[config.mk]
export PLATFORM = sky130hd
export DESIGN_NAME = ltw_core
export DESIGN_NICKNAME = d
export VERILOG_FILES = /design/src/inc/ltw_pkg.sv /design/src/inc/ltw_alu_if.sv /design/src/hdl/ltw_decode.sv /design/src/hdl/ltw_alu.sv /design/src/hdl/ltw_core.sv
export VERILOG_INCLUDE_DIRS = /design/src /design/src/inc
export SDC_FILE = /design/constraint.sdc
export NUM_CORES = 1
export LEC_CHECK = 0
export BUFFER_PORTS_ARGS = -buffer_cell sky130_fd_sc_hd__buf_2
export CORE_AREA = 5 5 163 165
export DETAILED_ROUTE_END_ITERATION = 10
export DIE_AREA = 0 0 168 170
export MAX_ROUTING_LAYER = met4
export SLEW_MARGIN = 20
export SYNTH_ARGS = -nofsm -noshare
export SYNTH_HDL_FRONTEND = slang
export SYNTH_SLANG_ARGS = --single-unit
[constraint.sdc]
create_clock -name clk_i -period 3.23 [get_ports clk_i]
set_clock_uncertainty 0.1 [all_clocks]
set_input_delay 0.1615 -clock clk_i [delete_from_list [all_inputs] [get_ports clk_i]]
set_output_delay 0.1615 -clock clk_i [all_outputs]
set_load 0.1 [all_outputs]
[src/inc/ltw_cfg.svh]
// Purpose: Constants for the logical test and wait execution block
// Assumes: 32-bit APB register bus, 50 MHz core clock
// Notes: Offsets are byte addresses
`ifndef LTW_CFG_SVH
`define LTW_CFG_SVH
`define LTW_OFF_CMD 12'h000
`define LTW_OFF_OPA 12'h004
`define LTW_OFF_OPB 12'h008
`define LTW_OFF_FLAGS 12'h00c
`define LTW_OFF_STAT 12'h010
`define LTW_OFF_RESULT 12'h014
`define LTW_OP_TEST_ACC8_IMM 8'ha8
`define LTW_OP_TEST_ACC16_IMM 8'ha9
`define LTW_OP_TEST_RM8_IMM 8'hf6
`define LTW_OP_TEST_RM16_IMM 8'hf7
`define LTW_OP_TEST_RM8_R8 8'h84
`define LTW_OP_TEST_RM16_R16 8'h85
`define LTW_OP_WAIT 8'h9b
`define LTW_OP_SUB_RM16_IMM8 8'h83
`define LTW_OP_SUB_RM16_R16 8'h29
`define LTW_OP_SUB_RM8_R8 8'h28
`define LTW_REG_TEST 3'h0
`define LTW_CLK_3 5'd3
`define LTW_CLK_4 5'd4
`define LTW_CLK_10 5'd10
`define LTW_CLK_14 5'd14
`define LTW_CLK_WAIT 5'd1
`define LTW_CLK_SUB 5'd4
`define LTW_FLAGS_RESET 16'h0002
`define LTW_FLAGS_WMASK 16'h0fd5
`define LTW_CARRY_BIT 0
`define LTW_PARITY_BIT 2
`define LTW_AUX_BIT 4
`define LTW_ZERO_BIT 6
`define LTW_SIGN_BIT 7
`define LTW_OVERFLOW_BIT 11
`endif

[src/inc/ltw_pkg.sv]
// Purpose: Types for the logical test and wait execution block
// Assumes: Constants come from ltw_cfg.svh
// Notes: None
package ltw_pkg;
	typedef enum logic [2:0] {
		LTW_IDLE = 3'b001,
		LTW_BUSY = 3'b010,
		LTW_DONE = 3'b100
	} ltw_state_type;
	typedef struct packed {
		logic word;
		logic test;
		logic sub;
		logic wait_op;
		logic illegal;
		logic [4:0] clocks;
	} ltw_dec_type;
endpackage : ltw_pkg

[src/inc/ltw_alu_if.sv]
// Purpose: Operand and flag path between sequencer and ALU
// Assumes: Single clock domain
// Notes: Purely combinational carrier
`timescale 1ns/1ns
`default_nettype none
interface ltw_alu_if;
	logic word;
	logic sub;
	logic [15:0] opa;
	logic [15:0] opb;
	logic [15:0] flags_in;
	logic [15:0] result;
	logic [15:0] flags_out;
	modport seq (output word, sub, opa, opb, flags_in, input result, flags_out);
	modport alu (input word, sub, opa, opb, flags_in, output result, flags_out);
endinterface : ltw_alu_if
`default_nettype wire

[src/hdl/ltw_decode.sv]
// Purpose: Decode opcode, reg field and operand kind into a class and length
// Assumes: Opcode byte, addressing reg field, memory flag and bus width given
// Notes: Unknown opcodes flagged illegal
`timescale 1ns/1ns
`default_nettype none
`include "ltw_cfg.svh"
module ltw_decode (
	// Instruction
	input wire logic [7:0] opcode_i,
	input wire logic [2:0] reg_field_i,
	input wire logic mem_i,
	input wire logic bus8_i,
	// Decoded class
	output ltw_pkg::ltw_dec_type dec_o
);
	always_comb
	begin
		dec_o = '0;
		dec_o.clocks = `LTW_CLK_3;
		case (opcode_i)
			`LTW_OP_TEST_ACC8_IMM:
			begin
				dec_o.test = 1'b1;
			end
			`LTW_OP_TEST_ACC16_IMM:
			begin
				dec_o.test = 1'b1;
				dec_o.word = 1'b1;
				dec_o.clocks = `LTW_CLK_4;
			end
			`LTW_OP_TEST_RM8_IMM, `LTW_OP_TEST_RM16_IMM:
			begin
				dec_o.word = opcode_i[0];
				dec_o.test = (reg_field_i == `LTW_REG_TEST);
				dec_o.illegal = (reg_field_i != `LTW_REG_TEST);
				dec_o.clocks = !mem_i ? `LTW_CLK_4 :
					(opcode_i[0] && bus8_i) ? `LTW_CLK_14 : `LTW_CLK_10;
			end
			`LTW_OP_TEST_RM8_R8, `LTW_OP_TEST_RM16_R16:
			begin
				dec_o.word = opcode_i[0];
				dec_o.test = 1'b1;
				dec_o.clocks = !mem_i ? `LTW_CLK_3 :
					(opcode_i[0] && bus8_i) ? `LTW_CLK_14 : `LTW_CLK_10;
			end
			`LTW_OP_WAIT:
			begin
				dec_o.wait_op = 1'b1;
				dec_o.clocks = `LTW_CLK_WAIT;
			end
			`LTW_OP_SUB_RM8_R8, `LTW_OP_SUB_RM16_R16, `LTW_OP_SUB_RM16_IMM8:
			begin
				dec_o.sub = 1'b1;
				dec_o.word = opcode_i != `LTW_OP_SUB_RM8_R8;
				dec_o.clocks = `LTW_CLK_SUB;
			end
			default:
			begin
				dec_o.illegal = 1'b1;
			end
		endcase
	end
endmodule : ltw_decode
`default_nettype wire

[src/hdl/ltw_alu.sv]
// Purpose: AND and subtract datapath with flag generation
// Assumes: Byte operands sit in the low bits
// Notes: AND result is never written back by the sequencer
`timescale 1ns/1ns
`default_nettype none
`include "ltw_cfg.svh"
module ltw_alu (
	// Operand path
	ltw_alu_if.alu a
);
	logic [16:0] diff;
	logic [15:0] res;
	logic msb;
	logic cy;
	logic ov;
	always_comb
	begin
		diff = {1'b0, a.opa} - {1'b0, a.opb};
		cy = 1'b0;
		ov = 1'b0;
		if (a.sub)
		begin
			res = a.word ? diff[15:0] : {8'h00, diff[7:0]};
			cy = a.word ? diff[16] : (a.opa[7:0] < a.opb[7:0]);
			msb = a.word ? res[15] : res[7];
			ov = a.word ? ((a.opa[15] ^ a.opb[15]) & (a.opa[15] ^ res[15])) :
				((a.opa[7] ^ a.opb[7]) & (a.opa[7] ^ res[7]));
		end
		else
		begin
			res = a.opa & a.opb;
			if (!a.word)
				res[15:8] = 8'h00;
			msb = a.word ? res[15] : res[7];
		end
		a.result = res;
		a.flags_out = a.flags_in;
		a.flags_out[`LTW_CARRY_BIT] = cy;
		a.flags_out[`LTW_OVERFLOW_BIT] = ov;
		a.flags_out[`LTW_ZERO_BIT] = a.word ? (res == 16'h0000) : (res[7:0] == 8'h00);
		a.flags_out[`LTW_SIGN_BIT] = msb;
		a.flags_out[`LTW_PARITY_BIT] = ~^res[7:0];
		a.flags_out[`LTW_AUX_BIT] = a.sub ? (a.opa[3:0] < a.opb[3:0]) : 1'b0;
	end
endmodule : ltw_alu
`default_nettype wire

[src/hdl/ltw_core.sv]
// Purpose: APB-driven executor for test, wait and subtract flag behaviour
// Assumes: Software loads operands then writes the command register
// Notes: Results of test never reach operand storage
//
// Implementation choices: register access over APB and the register addresses.
`timescale 1ns/1ns
`default_nettype none
`include "ltw_cfg.svh"
module ltw_core (
	// Clock and reset
	input wire logic clk_i,
	input wire logic nrst_i,
	// APB slave
	input wire logic psel_i,
	input wire logic penable_i,
	input wire logic pwrite_i,
	input wire logic [11:0] paddr_i,
	input wire logic [31:0] pwdata_i,
	output logic [31:0] prdata_o,
	output logic pready_o,
	output logic pslverr_o,
	// Status
	output logic busy_o
);
	ltw_alu_if alu_bus ();
	ltw_pkg::ltw_dec_type dec;
	ltw_pkg::ltw_state_type state_q, state_d;
	logic [15:0] opa_q, opa_d;
	logic [15:0] opb_q, opb_d;
	logic [15:0] flags_q, flags_d;
	logic [15:0] result_q, result_d;
	logic [7:0] opcode_q, opcode_d;
	logic [2:0] regf_q, regf_d;
	logic mem_q, mem_d;
	logic bus8_q, bus8_d;
	logic illegal_q, illegal_d;
	logic [4:0] cnt_q, cnt_d;
	logic [31:0] rdata_q, rdata_d;
	logic setup;
	logic wr;
	logic cmd_wr;
	logic [15:0] opb_ext;

	assign setup = psel_i && !penable_i;
	assign wr = psel_i && penable_i && pwrite_i;
	assign cmd_wr = wr && (paddr_i == `LTW_OFF_CMD) && (state_q == ltw_pkg::LTW_IDLE);
	assign pready_o = 1'b1;
	assign pslverr_o = psel_i && penable_i && !(paddr_i == `LTW_OFF_CMD ||
		paddr_i == `LTW_OFF_OPA || paddr_i == `LTW_OFF_OPB ||
		paddr_i == `LTW_OFF_FLAGS || paddr_i == `LTW_OFF_STAT ||
		paddr_i == `LTW_OFF_RESULT);
	assign prdata_o = rdata_q;
	assign busy_o = state_q != ltw_pkg::LTW_IDLE;

	ltw_decode u_dec (
		.opcode_i(opcode_q),
		.reg_field_i(regf_q),
		.mem_i(mem_q),
		.bus8_i(bus8_q),
		.dec_o(dec)
	);

	// Immediate byte widened with sign for word subtract
	assign opb_ext = (opcode_q == `LTW_OP_SUB_RM16_IMM8) ?
		{{8{opb_q[7]}}, opb_q[7:0]} : opb_q;
	assign alu_bus.word = dec.word;
	assign alu_bus.sub = dec.sub;
	assign alu_bus.opa = opa_q;
	assign alu_bus.opb = opb_ext;
	assign alu_bus.flags_in = flags_q;

	ltw_alu u_alu (
		.a(alu_bus.alu)
	);

	// Sequencer
	always_comb
	begin
		state_d = state_q;
		cnt_d = cnt_q;
		flags_d = flags_q;
		result_d = result_q;
		illegal_d = illegal_q;
		case (state_q)
			ltw_pkg::LTW_IDLE:
			begin
				if (cmd_wr)
				begin
					state_d = ltw_pkg::LTW_BUSY;
					cnt_d = 5'd1;
				end
			end
			ltw_pkg::LTW_BUSY:
			begin
				// Wait counts only its own length, no external stall
				if (cnt_q >= dec.clocks)
					state_d = ltw_pkg::LTW_DONE;
				else
					cnt_d = cnt_q + 5'd1;
			end
			ltw_pkg::LTW_DONE:
			begin
				state_d = ltw_pkg::LTW_IDLE;
				illegal_d = dec.illegal;
				if (dec.test || dec.sub)
					flags_d = alu_bus.flags_out;
				if (dec.sub)
					result_d = alu_bus.result;
				// Wait leaves flags and result as they were
			end
			default:
			begin
				state_d = ltw_pkg::LTW_IDLE;
			end
		endcase
		if (wr && paddr_i == `LTW_OFF_FLAGS && state_q == ltw_pkg::LTW_IDLE)
			flags_d = (pwdata_i[15:0] & `LTW_FLAGS_WMASK) | `LTW_FLAGS_RESET;
	end

	// Register writes
	always_comb
	begin
		opa_d = opa_q;
		opb_d = opb_q;
		opcode_d = opcode_q;
		regf_d = regf_q;
		mem_d = mem_q;
		bus8_d = bus8_q;
		if (wr && state_q == ltw_pkg::LTW_IDLE)
		begin
			if (paddr_i == `LTW_OFF_OPA)
				opa_d = pwdata_i[15:0];
			if (paddr_i == `LTW_OFF_OPB)
				opb_d = pwdata_i[15:0];
			if (paddr_i == `LTW_OFF_CMD)
			begin
				opcode_d = pwdata_i[7:0];
				regf_d = pwdata_i[10:8];
				mem_d = pwdata_i[12];
				bus8_d = pwdata_i[13];
			end
		end
	end

	// Read data captured at setup
	always_comb
	begin
		rdata_d = rdata_q;
		if (setup && !pwrite_i)
		begin
			case (paddr_i)
				`LTW_OFF_CMD: rdata_d = {18'h0, bus8_q, mem_q, 1'b0, regf_q, opcode_q};
				`LTW_OFF_OPA: rdata_d = {16'h0, opa_q};
				`LTW_OFF_OPB: rdata_d = {16'h0, opb_q};
				`LTW_OFF_FLAGS: rdata_d = {16'h0, flags_q};
				`LTW_OFF_STAT: rdata_d = {23'h0, cnt_q, illegal_q, state_q};
				`LTW_OFF_RESULT: rdata_d = {16'h0, result_q};
				default: rdata_d = 32'h0;
			endcase
		end
	end

	always_ff @(posedge clk_i or negedge nrst_i)
	begin
		if (!nrst_i)
		begin
			state_q <= ltw_pkg::LTW_IDLE;
			cnt_q <= 5'd0;
			flags_q <= `LTW_FLAGS_RESET;
			result_q <= 16'h0000;
			illegal_q <= 1'b0;
			opa_q <= 16'h0000;
			opb_q <= 16'h0000;
			opcode_q <= 8'h00;
			regf_q <= 3'h0;
			mem_q <= 1'b0;
			bus8_q <= 1'b0;
			rdata_q <= 32'h0;
		end
		else
		begin
			state_q <= state_d;
			cnt_q <= cnt_d;
			flags_q <= flags_d;
			result_q <= result_d;
			illegal_q <= illegal_d;
			opa_q <= opa_d;
			opb_q <= opb_d;
			opcode_q <= opcode_d;
			regf_q <= regf_d;
			mem_q <= mem_d;
			bus8_q <= bus8_d;
			rdata_q <= rdata_d;
		end
	end
endmodule : ltw_core
`default_nettype wire

Word level (Yosys, flattened, before mapping)
Index checks and enable logic that the tools add are counted.
- add/subtract/negate cells: 2
- magnitude comparators: 3
- reduce and logical (&&, ||, !) cells: 43
- equal/unequal tests: 23
- muxes and demuxes: 31
- bitwise logic cells: 7
- operators by type and width (operator ; number):
    case mux 16 bit (6 select lines) ; 1
    two-way mux 16 bit ; 5
    equality test 8 bit (second input constant) ; 8
    equality test 12 x 4 -> 1 bit (second input constant) ; 2
    equality test 12 x 5 -> 1 bit (second input constant) ; 2
    two-way mux 5 bit ; 4
    case mux 5 bit (4 select lines) ; 1
    subtractor 16 x 16 -> 17 bit ; 1
    AND 16 bit ; 1
    equality test 8 x 6 -> 1 bit (second input constant) ; 2
    logical NOT 16 bit ; 1
    equality test 12 x 3 -> 1 bit (second input constant) ; 1
    logical NOT 12 bit ; 1
    two-way mux 12 bit ; 1
    AND reduction 2 bit ; 6
    OR reduction 4 bit ; 3
    logical AND 1 bit ; 11
    two-way mux 1 bit ; 10
    case mux 5 bit (2 select lines) ; 1
    two-way mux 3 bit ; 3
    logical NOT 8 bit ; 1
    less-than comparator 8 bit ; 1
    two-way mux 8 bit ; 1
    != test 8 x 6 -> 1 bit (second input constant) ; 1
    other kinds (23) ; 40
- output and inout port bits: 35
- word-level logic and storage cells: 122
- register bits after elaboration: 118
- bits of input ports: 49

Depth between registers and ports, before layout
Gate-level depths: netlist of run 1.
- depth in word-level cells: 11
- mapped depth: 17
- gate-level depth less buffers: 17

Modules after synthesis
From an unflattened synthesis of run 1, not the netlist that was laid out.
- cells, all modules: 688
- area, all modules: 6949.2 sq um
- modules (own cells, without submodules) (module ; instances ; cells each ; area an instance (sq um)):
    ltw_core ; 1 ; 440 ; 5086.1
    ltw_alu ; 1 ; 207 ; 1576.5
    ltw_decode ; 1 ; 41 ; 286.5

Least setup slack after synthesis of run 1
Ideal clock, no wire load.
- kind: reg2reg
- start: register opcode_q[3]
- end: register flags_q[6], in the netlist alu_bus.flags_in[6]
- cell stages (with the launch flop): 16
- arrival time: 3.287 ns
- slack: -0.261 ns
- cells stage by stage: dfrtp_1 -> nor4bb_1 -> nand3_1 -> clkbuf_1 -> nand2_1 -> nand2_1 -> ha_1 -> inv_1 -> a21o_1 -> or2_1 -> a2111oi_2 -> nor4_1 -> o22ai_1 -> xor2_1 -> a21oi_1 -> o41ai_2
- longest elaborated chain between the ends: 10
- elaborated cells on any way between the ends: 32
- ends and longest elaborated chain (what ; line ; RTL):
    from (decl) ; ltw_core.sv:32 ; logic [7:0] opcode_q, opcode_d;
    from (signal assigned) ; ltw_core.sv:189 ; opcode_q <= opcode_d;
    equality test 8 bit or equality test 8 x 6 -> 1 bit (tied branches) ; ltw_decode.sv:20 ; case (opcode_i)
    two-way mux 16 bit, or another cell as far along ; ltw_core.sv:64 ; assign opb_ext = (opcode_q == `LTW_OP_SUB_RM16_IMM8) ?
    subtractor 16 x 16 -> 17 bit, or another cell as far along ; ltw_alu.sv:18 ; diff = {1'b0, a.opa} - {1'b0, a.opb};
    two-way mux 16 bit or two-way mux 8 bit (tied branches) ; ltw_alu.sv:23, ltw_alu.sv:32 ;
    two-way mux 16 bit ; ltw_alu.sv:21 ; if (a.sub)
    logical NOT 16 bit ; ltw_alu.sv:40 ; a.flags_out[`LTW_ZERO_BIT] = a.word ? (res == 16'h0000) : (res[7:0] == 8'h00);
    two-way mux 1 bit ; ltw_alu.sv:40 ;
    two-way mux 12 bit ; ltw_core.sv:105 ; if (dec.test || dec.sub)
    two-way mux 16 bit ; ltw_core.sv:84 ; case (state_q)
    two-way mux 16 bit ; ltw_core.sv:116 ; if (wr && paddr_i == `LTW_OFF_FLAGS && state_q == ltw_pkg::LTW_IDLE)
    to (signal assigned) ; ltw_core.sv:169 ; flags_q <= `LTW_FLAGS_RESET;
    to (signal assigned) ; ltw_core.sv:184 ; flags_q <= flags_d;
    to (decl) ; ltw_core.sv:30 ; logic [15:0] flags_q, flags_d;
Several ways; a longest one is shown, not always the timed one. The select of a mux whose other input is x is not followed.
A chain may end at the register's enable or synchronous reset.

Final worst setup path of run 1
Ends and elaborated chain as after synthesis.

==> out/qor.yml, run 1 <==
power_and_ir_drop:
  intPower_w: 0.002041
  p_clk_share_pct: 44.9
  combPwrFrac_pct: 11.5
  total_power_w: 0.002791
  p_switching_w: 0.0007501
  ir_drop_v: 0.0002387
  power_density_nw_per_um2: 345.9
  power.leakage_nw: 3.795
  p_seq_share_pct: 43.6
  netSwitchingFraction_pct: 26.88
drt:
  antenna_left: 0
  vias_per_cell: 4.673
  firstDrtPassIters: 5
  remaining_drc_errors: 0
  initialDrtViolationCount: 428
  wire_per_inst_um: 16.34
  via_count: 5243
  drt-total-wl_mm: 18.33
placed_design:
  portBuffers: 50
  dp.cells: 1081
  place_hpwl_mm: 13.92
  placed_cell_area_sq_um: 7327
  gp_congestion: 0.8689
yosys:
  ys_seq_elements: 96
  syn-cell-area_sq_um: 6145
  synth_ff_type: "dfrtp_1"
  synth_area_per_cell_sq_um: 9.424
  ys_seq_area_share_pct: 39.14
  ys_types: 64
  synth_edf_count: 0
  synthCells: 652
  yosys_warnings: 0
  async_flop_share_pct: 100.0
sta:
  fmax_ghz: 0.2981
  maxSlewHeadroom_pct: 38.30
  fin_ws_ns: -0.1245
  drv_slew: 0
  finalHoldViolCount: 1
  holdWs_ns: -0.0004355
  fin_crit_sh_pct: 103.9
  setup_viol: 8
  fin_crit_ns: 3.355
  finalSetupTns_ns: -0.6551
  rsz0062_at_grt: "true"
  tightest_slew_ns: 0.9194
cts:
  clock_latency_ns: 0.36
  clock-root-buffer: "clkbuf_16"
  numCtsBuffers: 9
  clk_pin_slew_worst_paths_ns: 0.07
  cts.path.max_buffers: 2
  clkSinkCount: 96
  cts_tree: "done"
  h-tree-depth: 3
final_layout:
  fill_cells: 2563
  drive_above_1_share_pct: 32.41
  final_common_cell: "dfrtp_1"
  layout_common_cells: "dfrtp_1 (94), nand2_1 (85), buf_4 (85)"
  design_area_sq_um: 8068
  layout.nets: 876
  stdcell_count: 1122
  synthToLayoutAreaGrowth_pct: 31.30
die:
  core_area_sq_um: 24890
  die_area_sq_um: 28560
  pin_count: 84
  initial_core_util_pct: 24.69
  placementRows: 58
  die_h_um: 170
  die_x_um: 168
worst_setup_path:
  crit_fanout: 4
  path_class: "reg -> reg"
  start_kind: "flip-flop"
  crit_arrival_ns: 3.52
  cp.required_ns: 3.39
  cp-end-kind: "flip-flop"
global_routing:
  antenna_found_initial: 1
  grt_max_degree: 56
  grt_use_total_pct: 13.11
  grt_pass1_vias: 5197
  grt_overflow: 0
  grt_pass1_wl_mm: 28.67
min_path:
  hold_path.class: "in -> reg"
job:
  maxCapViolCount: 0
run_status:
  status: "finished with violations"
  violations: "hold timing, setup timing"
worst max-delay path, cell delays in order (launching register included):
cell and delay (ns):
dfrtp_1 0.42, nor4bb_4 0.35, nand4_1 0.12, buf_4 0.18, nand2_2 0.09, ha_4 0.20
nand2b_4 0.15, or4_4 0.44, a21oi_4 0.15, a2111oi_4 0.08, nor4_1 0.19, o22ai_1 0.13
xor2_1 0.24, a21oi_2 0.11, o41ai_2 0.32
through the flow:
| stage | utilization [%] | setup WS, ns |
|---|---|---|
| 6_report | 32.41 | -0.1245 |
| 5_1_grt | 32.40 | -0.3421 |
| 4_1_cts | 31.77 | -0.1187 |
| 3_5_place_dp | 29.44 | -0.2497 |
| 3_3_place_gp | 29.44 | -0.1789 |
| 2_1_floorplan | - | -0.1181 |
metal layers:
layer	wire (um)	GRT usage [%]
met5	0	-
met4	371	4.058
met3	1048	2.184
met2	8373	20.39
met1	8535	17.56
cell families after synthesis:
kind of cell | Yosys count | synth area share, %
AND/OR/NAND/NOR | 191 | 14.70
AO/OA/AOI/OAI | 159 | 16.88
flip-flops | 96 | 39.14
buffers and inverters | 75 | 5.742
multiplexers | 66 | 11.75
adder cells (fa/ha/maj) | 42 | 8.674
XOR/XNOR | 21 | 2.993
other | 2 | 0.1222
sequential cells by signal, indices dropped and copies added, names as in the netlist:
| signal | cells |
|---|---|
| regf_q | 3 |
| state_q | 3 |
| alu_bus.opa | 16 |
| result_q | 16 |
| prdata_o | 16 |
| cnt_q | 5 |
| opcode_q | 8 |
| bus8_q | 1 |
| alu_bus.flags_in | 10 |
| opb_q | 16 |
| illegal_q | 1 |
| mem_q | 1 |
path summary, 6_finish.rpt:
path | start | endpoint | slack, ns | cells past startpoint
max in group asynchronous | nrst_i | prdata_o[13] | 2.01 | 3
max reg2reg | opcode_q[3] | alu_bus.flags_in[6] | -0.12 | 14
min in group asynchronous | nrst_i | alu_bus.opa[7] | 0.31 | 2
max | opcode_q[3] | alu_bus.flags_in[6] | -0.12 | 14
min | pwdata_i[11] | alu_bus.flags_in[11] | -0.0004 | 3
min reg2reg | result_q[1] | result_q[1] | 0.37 | 2
Yosys cell counts (6+ instances only):
master | instances | share of area (%)
xor2_1 | 7 | 1.0
nor2b_1 | 6 | 0.61
clkbuf_1 | 20 | 1.2
buf_4 | 17 | 2.1
a211oi_1 | 7 | 0.86
nand2_1 | 89 | 5.4
nor2_1 | 42 | 2.6
a21oi_1 | 31 | 2.5
a221o_1 | 6 | 0.98
o21ai_0 | 49 | 4.0
dfrtp_1 | 94 | 38
ha_1 | 41 | 8.3
buf_2 | 6 | 0.49
mux2_2 | 49 | 9.0
a21o_1 | 12 | 1.5
inv_1 | 31 | 1.9
nor3_1 | 6 | 0.49
nand3_1 | 9 | 0.73
o21a_1 | 7 | 0.86
xnor2_1 | 14 | 2.0
o31ai_1 | 6 | 0.73
mux2i_1 | 17 | 2.8
power by group through the flow:
stage               sequential (W)  combinational (W)  clock, W
floorplan                  0.00131           0.000163         0
finish                     0.00122           0.000321   0.00125
CTS                        0.00122           0.000321   0.00128
global route               0.00122           0.000340   0.00132
detailed placement         0.00124           0.000306         0
global placement           0.00124           0.000305         0
area by class of cell:
type | count | area, sq um | share of cell area (%)
Antenna cell | 2 | 5.005 | 0.06203
Clock buffer | 9 | 225.2 | 2.792
Clock inverter | 7 | 117.6 | 1.458
Inverter | 31 | 116.4 | 1.442
Multi-Input combinational cell | 496 | 3706 | 45.94
Sequential cell | 96 | 2405 | 29.81
Tap cell | 330 | 412.9 | 5.118
Timing Repair Buffer | 151 | 1080 | 13.38
repair_timing:
item | CTS | global route
endpoints found under the setup margin | 13 | 14
gates resized for setup | 17 | 22
hold buffers | 13 | 0
endpoints found under the hold margin | 84 | 0
gates cloned | 0 | 0
pin swaps | 19 | 13
setup buffers | 6 | 3
(Power assumes the default switching activity.)
==> run 2, diff against run 1 <==
--- a/config.mk
+++ b/config.mk
@@ -6,10 +6,10 @@
 export SDC_FILE = /design/constraint.sdc
 export NUM_CORES = 1
 export LEC_CHECK = 0
-export BUFFER_PORTS_ARGS = -buffer_cell sky130_fd_sc_hd__buf_2
 export CORE_AREA = 5 5 163 165
 export DETAILED_ROUTE_END_ITERATION = 10
 export DIE_AREA = 0 0 168 170
+export DONT_BUFFER_PORTS = 1
 export MAX_ROUTING_LAYER = met4
 export SLEW_MARGIN = 20
 export SYNTH_ARGS = -nofsm -noshare
==> run 2 against run 1 <==
  * Final cell count shrank 3.7%
  * Power shrank 2.8%
  * Critical path depth is the same
  * Combinational power shrank 34%
  * Clock power shrank 3%
  * Via count shrank 2.1%
  * The run ends with setup timing left
  * Sequential power grew 6%
  * First-iteration DRC count grew 5.1%
==> out/qor.yml, run 2 (synthesized netlist as in run 1, its figures left out) <==
run_status:
  status: "finished with violations"
  violations: "setup timing"
worst_setup_path:
  r2r-start: "opcode_q[6]"
  crit_arrival_ns: 3.58  # +0.06 ns
  cp-end-kind: "flip-flop"
  reg2reg_slack_ns: -0.19  # -0.07 ns
  r2r_cells: 14  # unchanged
  cp.required_ns: 3.39  # about the same
  r2r-end: "alu_bus.flags_in[6]"
  start_kind: "flip-flop"
  path_class: "reg -> reg"
  crit_fanout: 4  # unchanged
placed_design:
  portBuffers: 0  # -100%
  gp_congestion: 0.8397  # -3.4%
  place_hpwl_mm: 13.56  # -2.6%
  place_ws_ns: -0.2795  # -0.02981 ns
sta:
  tightest_slew_ns: 1.069  # +0.1492 ns
  drv_slew: 0  # unchanged
  holdWs_ns: 0.005170  # +0.005606 ns
  fmax_ghz: 0.2921  # -2.0%
  setup_viol: 8  # unchanged
  fin_crit_sh_pct: 106.0  # +2.1 points
  fin_ws_ns: -0.1932  # -0.06869 ns
  maxSlewHeadroom_pct: 28.68  # -9.6 points
  rsz0062_at_grt: "true"
  finalHoldViolCount: 0  # -1
  fin_crit_ns: 3.423  # +0.06869 ns
global_routing:
  grt_pass1_wl_mm: 28.53  # -0.48%
  antenna_found_initial: 3  # +2
  grt_overflow: 0  # unchanged
  grt_pass1_vias: 4954  # -4.7%
  grt_use_total_pct: 13.05  # -0.053 points
  grt_max_degree: 97  # +73%
drt:
  initialDrtViolationCount: 450  # +5.1%
  vias_per_cell: 4.752  # +1.7%
  firstDrtPassIters: 5  # unchanged
  drt-total-wl_mm: 18.16  # -0.90%
  via_count: 5132  # -2.1%
  antenna_left: 0  # unchanged
  remaining_drc_errors: 0  # unchanged
  wire_per_inst_um: 16.82  # +3.0%
cts:
  h-tree-depth: 3  # unchanged
  clkSinkCount: 96  # unchanged
  clock_latency_ns: 0.36  # about the same
  numCtsBuffers: 9  # unchanged
  cts.path.max_buffers: 2  # unchanged
  clk_pin_slew_worst_paths_ns: 0.07  # about the same
  clock-root-buffer: "clkbuf_16"
  cts_tree: "done"
power_and_ir_drop:
  intPower_w: 0.001950  # -4.4%
  p_clk_share_pct: 44.6  # -0.3 points
  netSwitchingFraction_pct: 28.08  # +1.2 points
  power_density_nw_per_um2: 344.1  # -0.53%
  combPwrFrac_pct: 7.9  # -3.6 points
  p_switching_w: 0.0007613  # +1.5%
  power.leakage_nw: 3.582  # -5.6%
  p_seq_share_pct: 47.5  # +3.9 points
  ir_drop_v: 0.0002243  # -6.0%
final_layout:
  layout_common_cells: "dfrtp_1 (94), nand2_1 (84), buf_4 (81)"
  multi_input_area_sq_um: 3706  # unchanged
  drive_above_1_share_pct: 28.11  # -4.3 points
  seqCellArea_sq_um: 2405  # unchanged
  synthToLayoutAreaGrowth_pct: 28.24
  layout.nets: 833  # -4.9%
  fill_cells: 2583  # +0.78%
  final_common_cell: "dfrtp_1"
min_path:
  min-delay-start: "paddr_i[2]"
  hold_end: "prdata_o[9]"
  hold_path.class: "in -> reg"
  holdPathStages: 3  # unchanged
die:
  die_x_um: 168  # unchanged
  core_area_sq_um: 24890  # unchanged
  pin_count: 84  # unchanged
  die_area_sq_um: 28560  # unchanged
  placementRows: 58  # unchanged
  die_h_um: 170  # unchanged
  initial_core_util_pct: 24.69  # unchanged
job:
  maxCapViolCount: 0  # unchanged
run 2: power by group through the flow:
stage	Clock [W]	Combinational (W)	Sequential (W)
2_1_floorplan	0	0.000163	0.00131
3_3_place_gp	0	0.000152	0.00131
3_5_place_dp	0	0.000152	0.00131
4_1_cts	0.00123	0.000213	0.00129
5_1_grt	0.00128	0.000229	0.00129
6_report	0.00121	0.000213	0.00129
run 2: worst max-delay path by stage:
stage              startpoint                   to  slack, ns  cells past startpoint
2_1_floorplan     opcode_q[6]  alu_bus.flags_in[6]      -0.12                     15
3_3_place_gp      opcode_q[6]  alu_bus.flags_in[6]      -0.19                     15
3_5_place_dp      opcode_q[6]  alu_bus.flags_in[6]      -0.28                     15
4_1_cts        alu_bus.opa[0]  alu_bus.flags_in[6]      -0.11                     18
5_1_grt           opcode_q[6]  alu_bus.flags_in[6]      -0.41                     15
6_report          opcode_q[6]  alu_bus.flags_in[6]      -0.19                     14
run 2: cell type report:
| type | instances | area share (%) |
|---|---|---|
| clock inverters | 7 | 1.286 |
| inverters | 31 | 1.477 |
| repair buffers | 108 | 11.50 |
| clock buffers | 9 | 2.858 |
| multi-input cells | 496 | 47.03 |
| flip-flops and latches | 96 | 30.52 |
| diodes | 3 | 0.09527 |
| well taps | 330 | 5.240 |
run 2: timing repair:
item                                   4_1_cts  5_1_grt
setup buffers                                3       11
pin swaps                                   10       26
setup endpoints to repair                   13       15
endpoints found under the hold margin      158        0
hold buffers                                19        0
resized for setup                           14       34
run 2: metrics by stage:
| stage | TNS (ns) | instances | total power [W] | area, sq um | utilization (%) |
|---|---|---|---|---|---|
| after floorplan | -0.2251 | 667 | 0.001474 | 6292 | - |
| after global placement | -1.176 | 1028 | 0.001465 | 7029 | 28.24 |
| after detailed placement | -1.829 | 1028 | 0.001466 | 7029 | 28.24 |
| after CTS | -0.3431 | 1066 | 0.002731 | 7645 | 30.71 |
| after global routing | -3.367 | 1080 | 0.002796 | 7880 | 31.66 |
| final | -1.183 | 1080 | 0.002711 | 7880 | 31.66 |
run 2: critical path, cell delays in order, from the launching register on:
cell and delay, ns:
dfrtp_1 0.41, nor4bb_4 0.32, nand3_2 0.17, buf_4 0.18
nand2_1 0.07, nand2_2 0.08, ha_4 0.23, or4_4 0.54
a21oi_4 0.15, a2111oi_4 0.08, nor4_2 0.16, o22ai_1 0.13
xor2_1 0.25, a21oi_2 0.11, o41ai_2 0.33
run 2: per-layer routing:
metal	GRT usage, %	routed length (um)	share of wire [%]
met2	19.50	8376	46
met1	18.17	8490	47
met3	2.695	1121	6.2
met4	3.211	174	0.96
met5	-	0	0
==> run 3, diff against run 2 <==
--- a/config.mk
+++ b/config.mk
@@ -6,11 +6,12 @@
 export SDC_FILE = /design/constraint.sdc
 export NUM_CORES = 1
 export LEC_CHECK = 0
-export CORE_AREA = 5 5 163 165
+export CORE_AREA = 5 5 109 111
 export DETAILED_ROUTE_END_ITERATION = 10
-export DIE_AREA = 0 0 168 170
+export DIE_AREA = 0 0 114 116
 export DONT_BUFFER_PORTS = 1
 export MAX_ROUTING_LAYER = met4
+export PLACE_DENSITY = 0.76
 export SLEW_MARGIN = 20
 export SYNTH_ARGS = -nofsm -noshare
 export SYNTH_HDL_FRONTEND = slang
==> run 3 against run 2 <==
  * The flow still finishes with violations (setup timing)
  * Die area decreased by 54%
  * Power fell by 13%
  * Critical path depth up 1
  * Worst setup slack got worse by 0.067 ns
  * Sequential share of layout area up 1.7 points
  * Count of clock-buffer cells in the layout is the same
  * Worst hold slack better by 0.026 ns
  * Utilization is 38 points higher
  * Critical path type unchanged
==> out/qor.yml, run 3 (synthesized netlist as in run 1, its figures left out) <==
run_status:
  status: "finished with violations"
  violations: "setup timing"
final_layout:
  design_area_sq_um: 7461  # -5.3%
  layout.nets: 829  # -0.48%
  synthToLayoutAreaGrowth_pct: 21.42
  stdcell_count: 883  # -18%
  fill_cells: 800  # -69%
  diodes: 0  # -3
  drive_above_1_share_pct: 26.38  # -1.7 points
  layout_common_cells: "dfrtp_1 (94), nand2_1 (85), buf_4 (80)"
  final_util_pct: 69.74  # +38 points
  final_common_cell: "dfrtp_1"
power_and_ir_drop:
  netSwitchingFraction_pct: 30.75  # +2.7 points
  ir_drop_v: 0.0002432  # +8.4%
  p_seq_share_pct: 54.5  # +7.0 points
  intPower_w: 0.001639  # -16%
  combPwrFrac_pct: 9.1  # +1.2 points
  power_density_nw_per_um2: 317.2  # -7.8%
  p_switching_w: 0.0007276  # -4.4%
  power.leakage_nw: 3.512  # -2.0%
  p_clk_share_pct: 36.5  # -8.1 points
sta:
  finalHoldViolCount: 0  # unchanged
  setup_viol: 9  # +1
  fmax_ghz: 0.2865  # -1.9%
  fin_ws_ns: -0.2603  # -0.06714 ns
  fin_crit_ns: 3.490  # +0.06714 ns
  rsz0062_at_grt: "true"
  maxSlewHeadroom_pct: 26.97  # -1.7 points
  drv_slew: 0  # unchanged
  fin_crit_sh_pct: 108.1  # +2.1 points
  holdWs_ns: 0.03094  # +0.02577 ns
  tightest_slew_ns: 1.094  # +0.02558 ns
drt:
  vias_per_cell: 5.975  # +26%
  drt-total-wl_mm: 17.49  # -3.7%
  wire_per_inst_um: 19.80  # +18%
  firstDrtPassIters: 5  # unchanged
  via_count: 5276  # +2.8%
  antenna_left: 0  # unchanged
  initialDrtViolationCount: 527  # +17%
  remaining_drc_errors: 0  # unchanged
worst_setup_path:
  path_class: "reg -> reg"
  r2r-end: "result_q[13]"
  start_kind: "flip-flop"
  crit_start: "opcode_q[6]"
  r2r_cells: 15  # +1
  cp.depth: 15  # +1
  cpPeakStageDelay_ns: 0.43  # -0.11 ns
  crit_arrival_ns: 3.68  # +0.10 ns
  crit_fanout: 5  # +1
  path_cells: "nor4bb_4 > nand3_2 > nand2_2 > nand2_4 > ha_4 > inv_2 > a21o_1 > or2_4 > a2111oi_4 > buf_4 > o21bai_1 > a21oi_1 > xnor2_1 > a21oi_1 > mux2_4"
  cp-end-kind: "flip-flop"
  path_delay_family: "compound AO/OA/AOI/OAI gates"
  reg2reg_slack_ns: -0.26  # -0.07 ns
  r2r-start: "opcode_q[6]"
  crit_slowest_cell: "dfrtp_1"
  cp-endpoint: "result_q[13]"
  cp.required_ns: 3.41  # +0.02 ns
  cpMostUsedCell: "a21oi_1"
  crit_buf_inv: 2  # +1
placed_design:
  portBuffers: 0  # unchanged
  dp.cells: 829  # -19%
  place_hpwl_mm: 12.62  # -6.9%
  placed_cell_area_sq_um: 6724  # -4.3%
  gp_congestion: 0.9322  # +11%
global_routing:
  grt_overflow: 0  # unchanged
  grt_use_total_pct: 27.57  # +15 points
  grt_pass1_vias: 5231  # +5.6%
  grt_pass1_wl_mm: 27.63  # -3.1%
  grt_max_degree: 97  # unchanged
  antenna_found_initial: 0  # -3
die:
  initial_core_util_pct: 57.44  # +33 points
  placementRows: 38  # -34%
  core_area_sq_um: 10700  # -57%
  die_area_sq_um: 13220  # -54%
  die_x_um: 114  # -32%
  pin_count: 84  # unchanged
  die_h_um: 116  # -32%
cts:
  clock-root-buffer: "clkbuf_8"
  cts_tree: "done"
  clkSinkCount: 96  # unchanged
  cts.path.max_buffers: 2  # unchanged
  h-tree-depth: 3  # unchanged
  clk_pin_slew_worst_paths_ns: 0.11  # +0.04 ns
  clock_latency_ns: 0.39  # +0.03 ns
  numCtsBuffers: 9  # unchanged
min_path:
  hold_path.class: "in -> reg"
  holdPathStages: 3  # unchanged
job:
  maxCapViolCount: 0  # unchanged
==> run 3: cell types whose count changed in the layout (fill, tap and decap cells not counted), sizes merged <==
cell,before,now
clkinvlp,2,0
buf,90,85
inv,34,35
clkinv,0,2
bufinv,2,1
diode,3,0
dlygate4sd3,18,19
==> run 3: metal layers <==
metal / track usage, % / vias up / part of all wire, %
li1: - / 2450 / -
met1: 37.11 / 2567 / 43
met2: 43.40 / 235 / 47
met3: 4.909 / 24 / 8.1
met4: 7.126 / 0 / 1.5
met5: - / - / 0
==> run 3: worst min-delay path by stage <==
stage	from	endpoint	slack, ns
2_1_floorplan	nrst_i	alu_bus.flags_in[0]	-0.23
3_3_place_gp	nrst_i	alu_bus.opa[3]	-0.23
3_5_place_dp	nrst_i	alu_bus.opa[3]	-0.23
4_1_cts	paddr_i[2]	cnt_q[2]	0.03
5_1_grt	paddr_i[2]	cnt_q[2]	0.04
6_report	paddr_i[2]	cnt_q[2]	0.03
==> run 3: layout make-up <==
class | instances | area (sq um) | share of cell area (%)
multi-input combinational | 496 | 3689 | 49.44
sequential | 96 | 2405 | 32.23
timing repair buffer | 104 | 867.1 | 11.62
tap | 140 | 175.2 | 2.348
clock buffer | 9 | 123.9 | 1.660
inverter | 31 | 116.4 | 1.560
clock inverter | 7 | 85.08 | 1.140
==> run 3: power by group through the flow <==
stage          clock [W]  combinational (W)  sequential [W]
2_1_floorplan          0           0.000163         0.00131
3_3_place_gp           0           0.000149         0.00131
3_5_place_dp           0           0.000150         0.00131
4_1_cts         0.000860           0.000210         0.00129
5_1_grt         0.000919           0.000229         0.00129
6_report        0.000863           0.000215         0.00129
==> run 3: timing repair <==
item / in CTS / in global routing
endpoints found under the setup margin: 13 / 14
gates resized for setup: 18 / 19
hold buffers: 20 / 0
buffers inserted: 9 / 9
hold endpoints to repair: 159 / 0
pin swaps: 10 / 10
==> run 3: worst min-delay path, cell delays in order <==
cell and delay (ns):
nor3_4 0.02, buf_4 0.18, nor2_1 0.11
==> run 3: through the flow <==
stage / total power [W] / setup WS [ns] / setup TNS (ns)
final: 0.002366 / -0.2603 / -1.033
after global routing: 0.002438 / -0.3770 / -2.682
after CTS: 0.002359 / -0.1373 / -0.6259
after detailed placement: 0.001464 / -0.2703 / -2.239
after global placement: 0.001461 / -0.1617 / -1.040
after floorplan: 0.001474 / -0.1181 / -0.2251
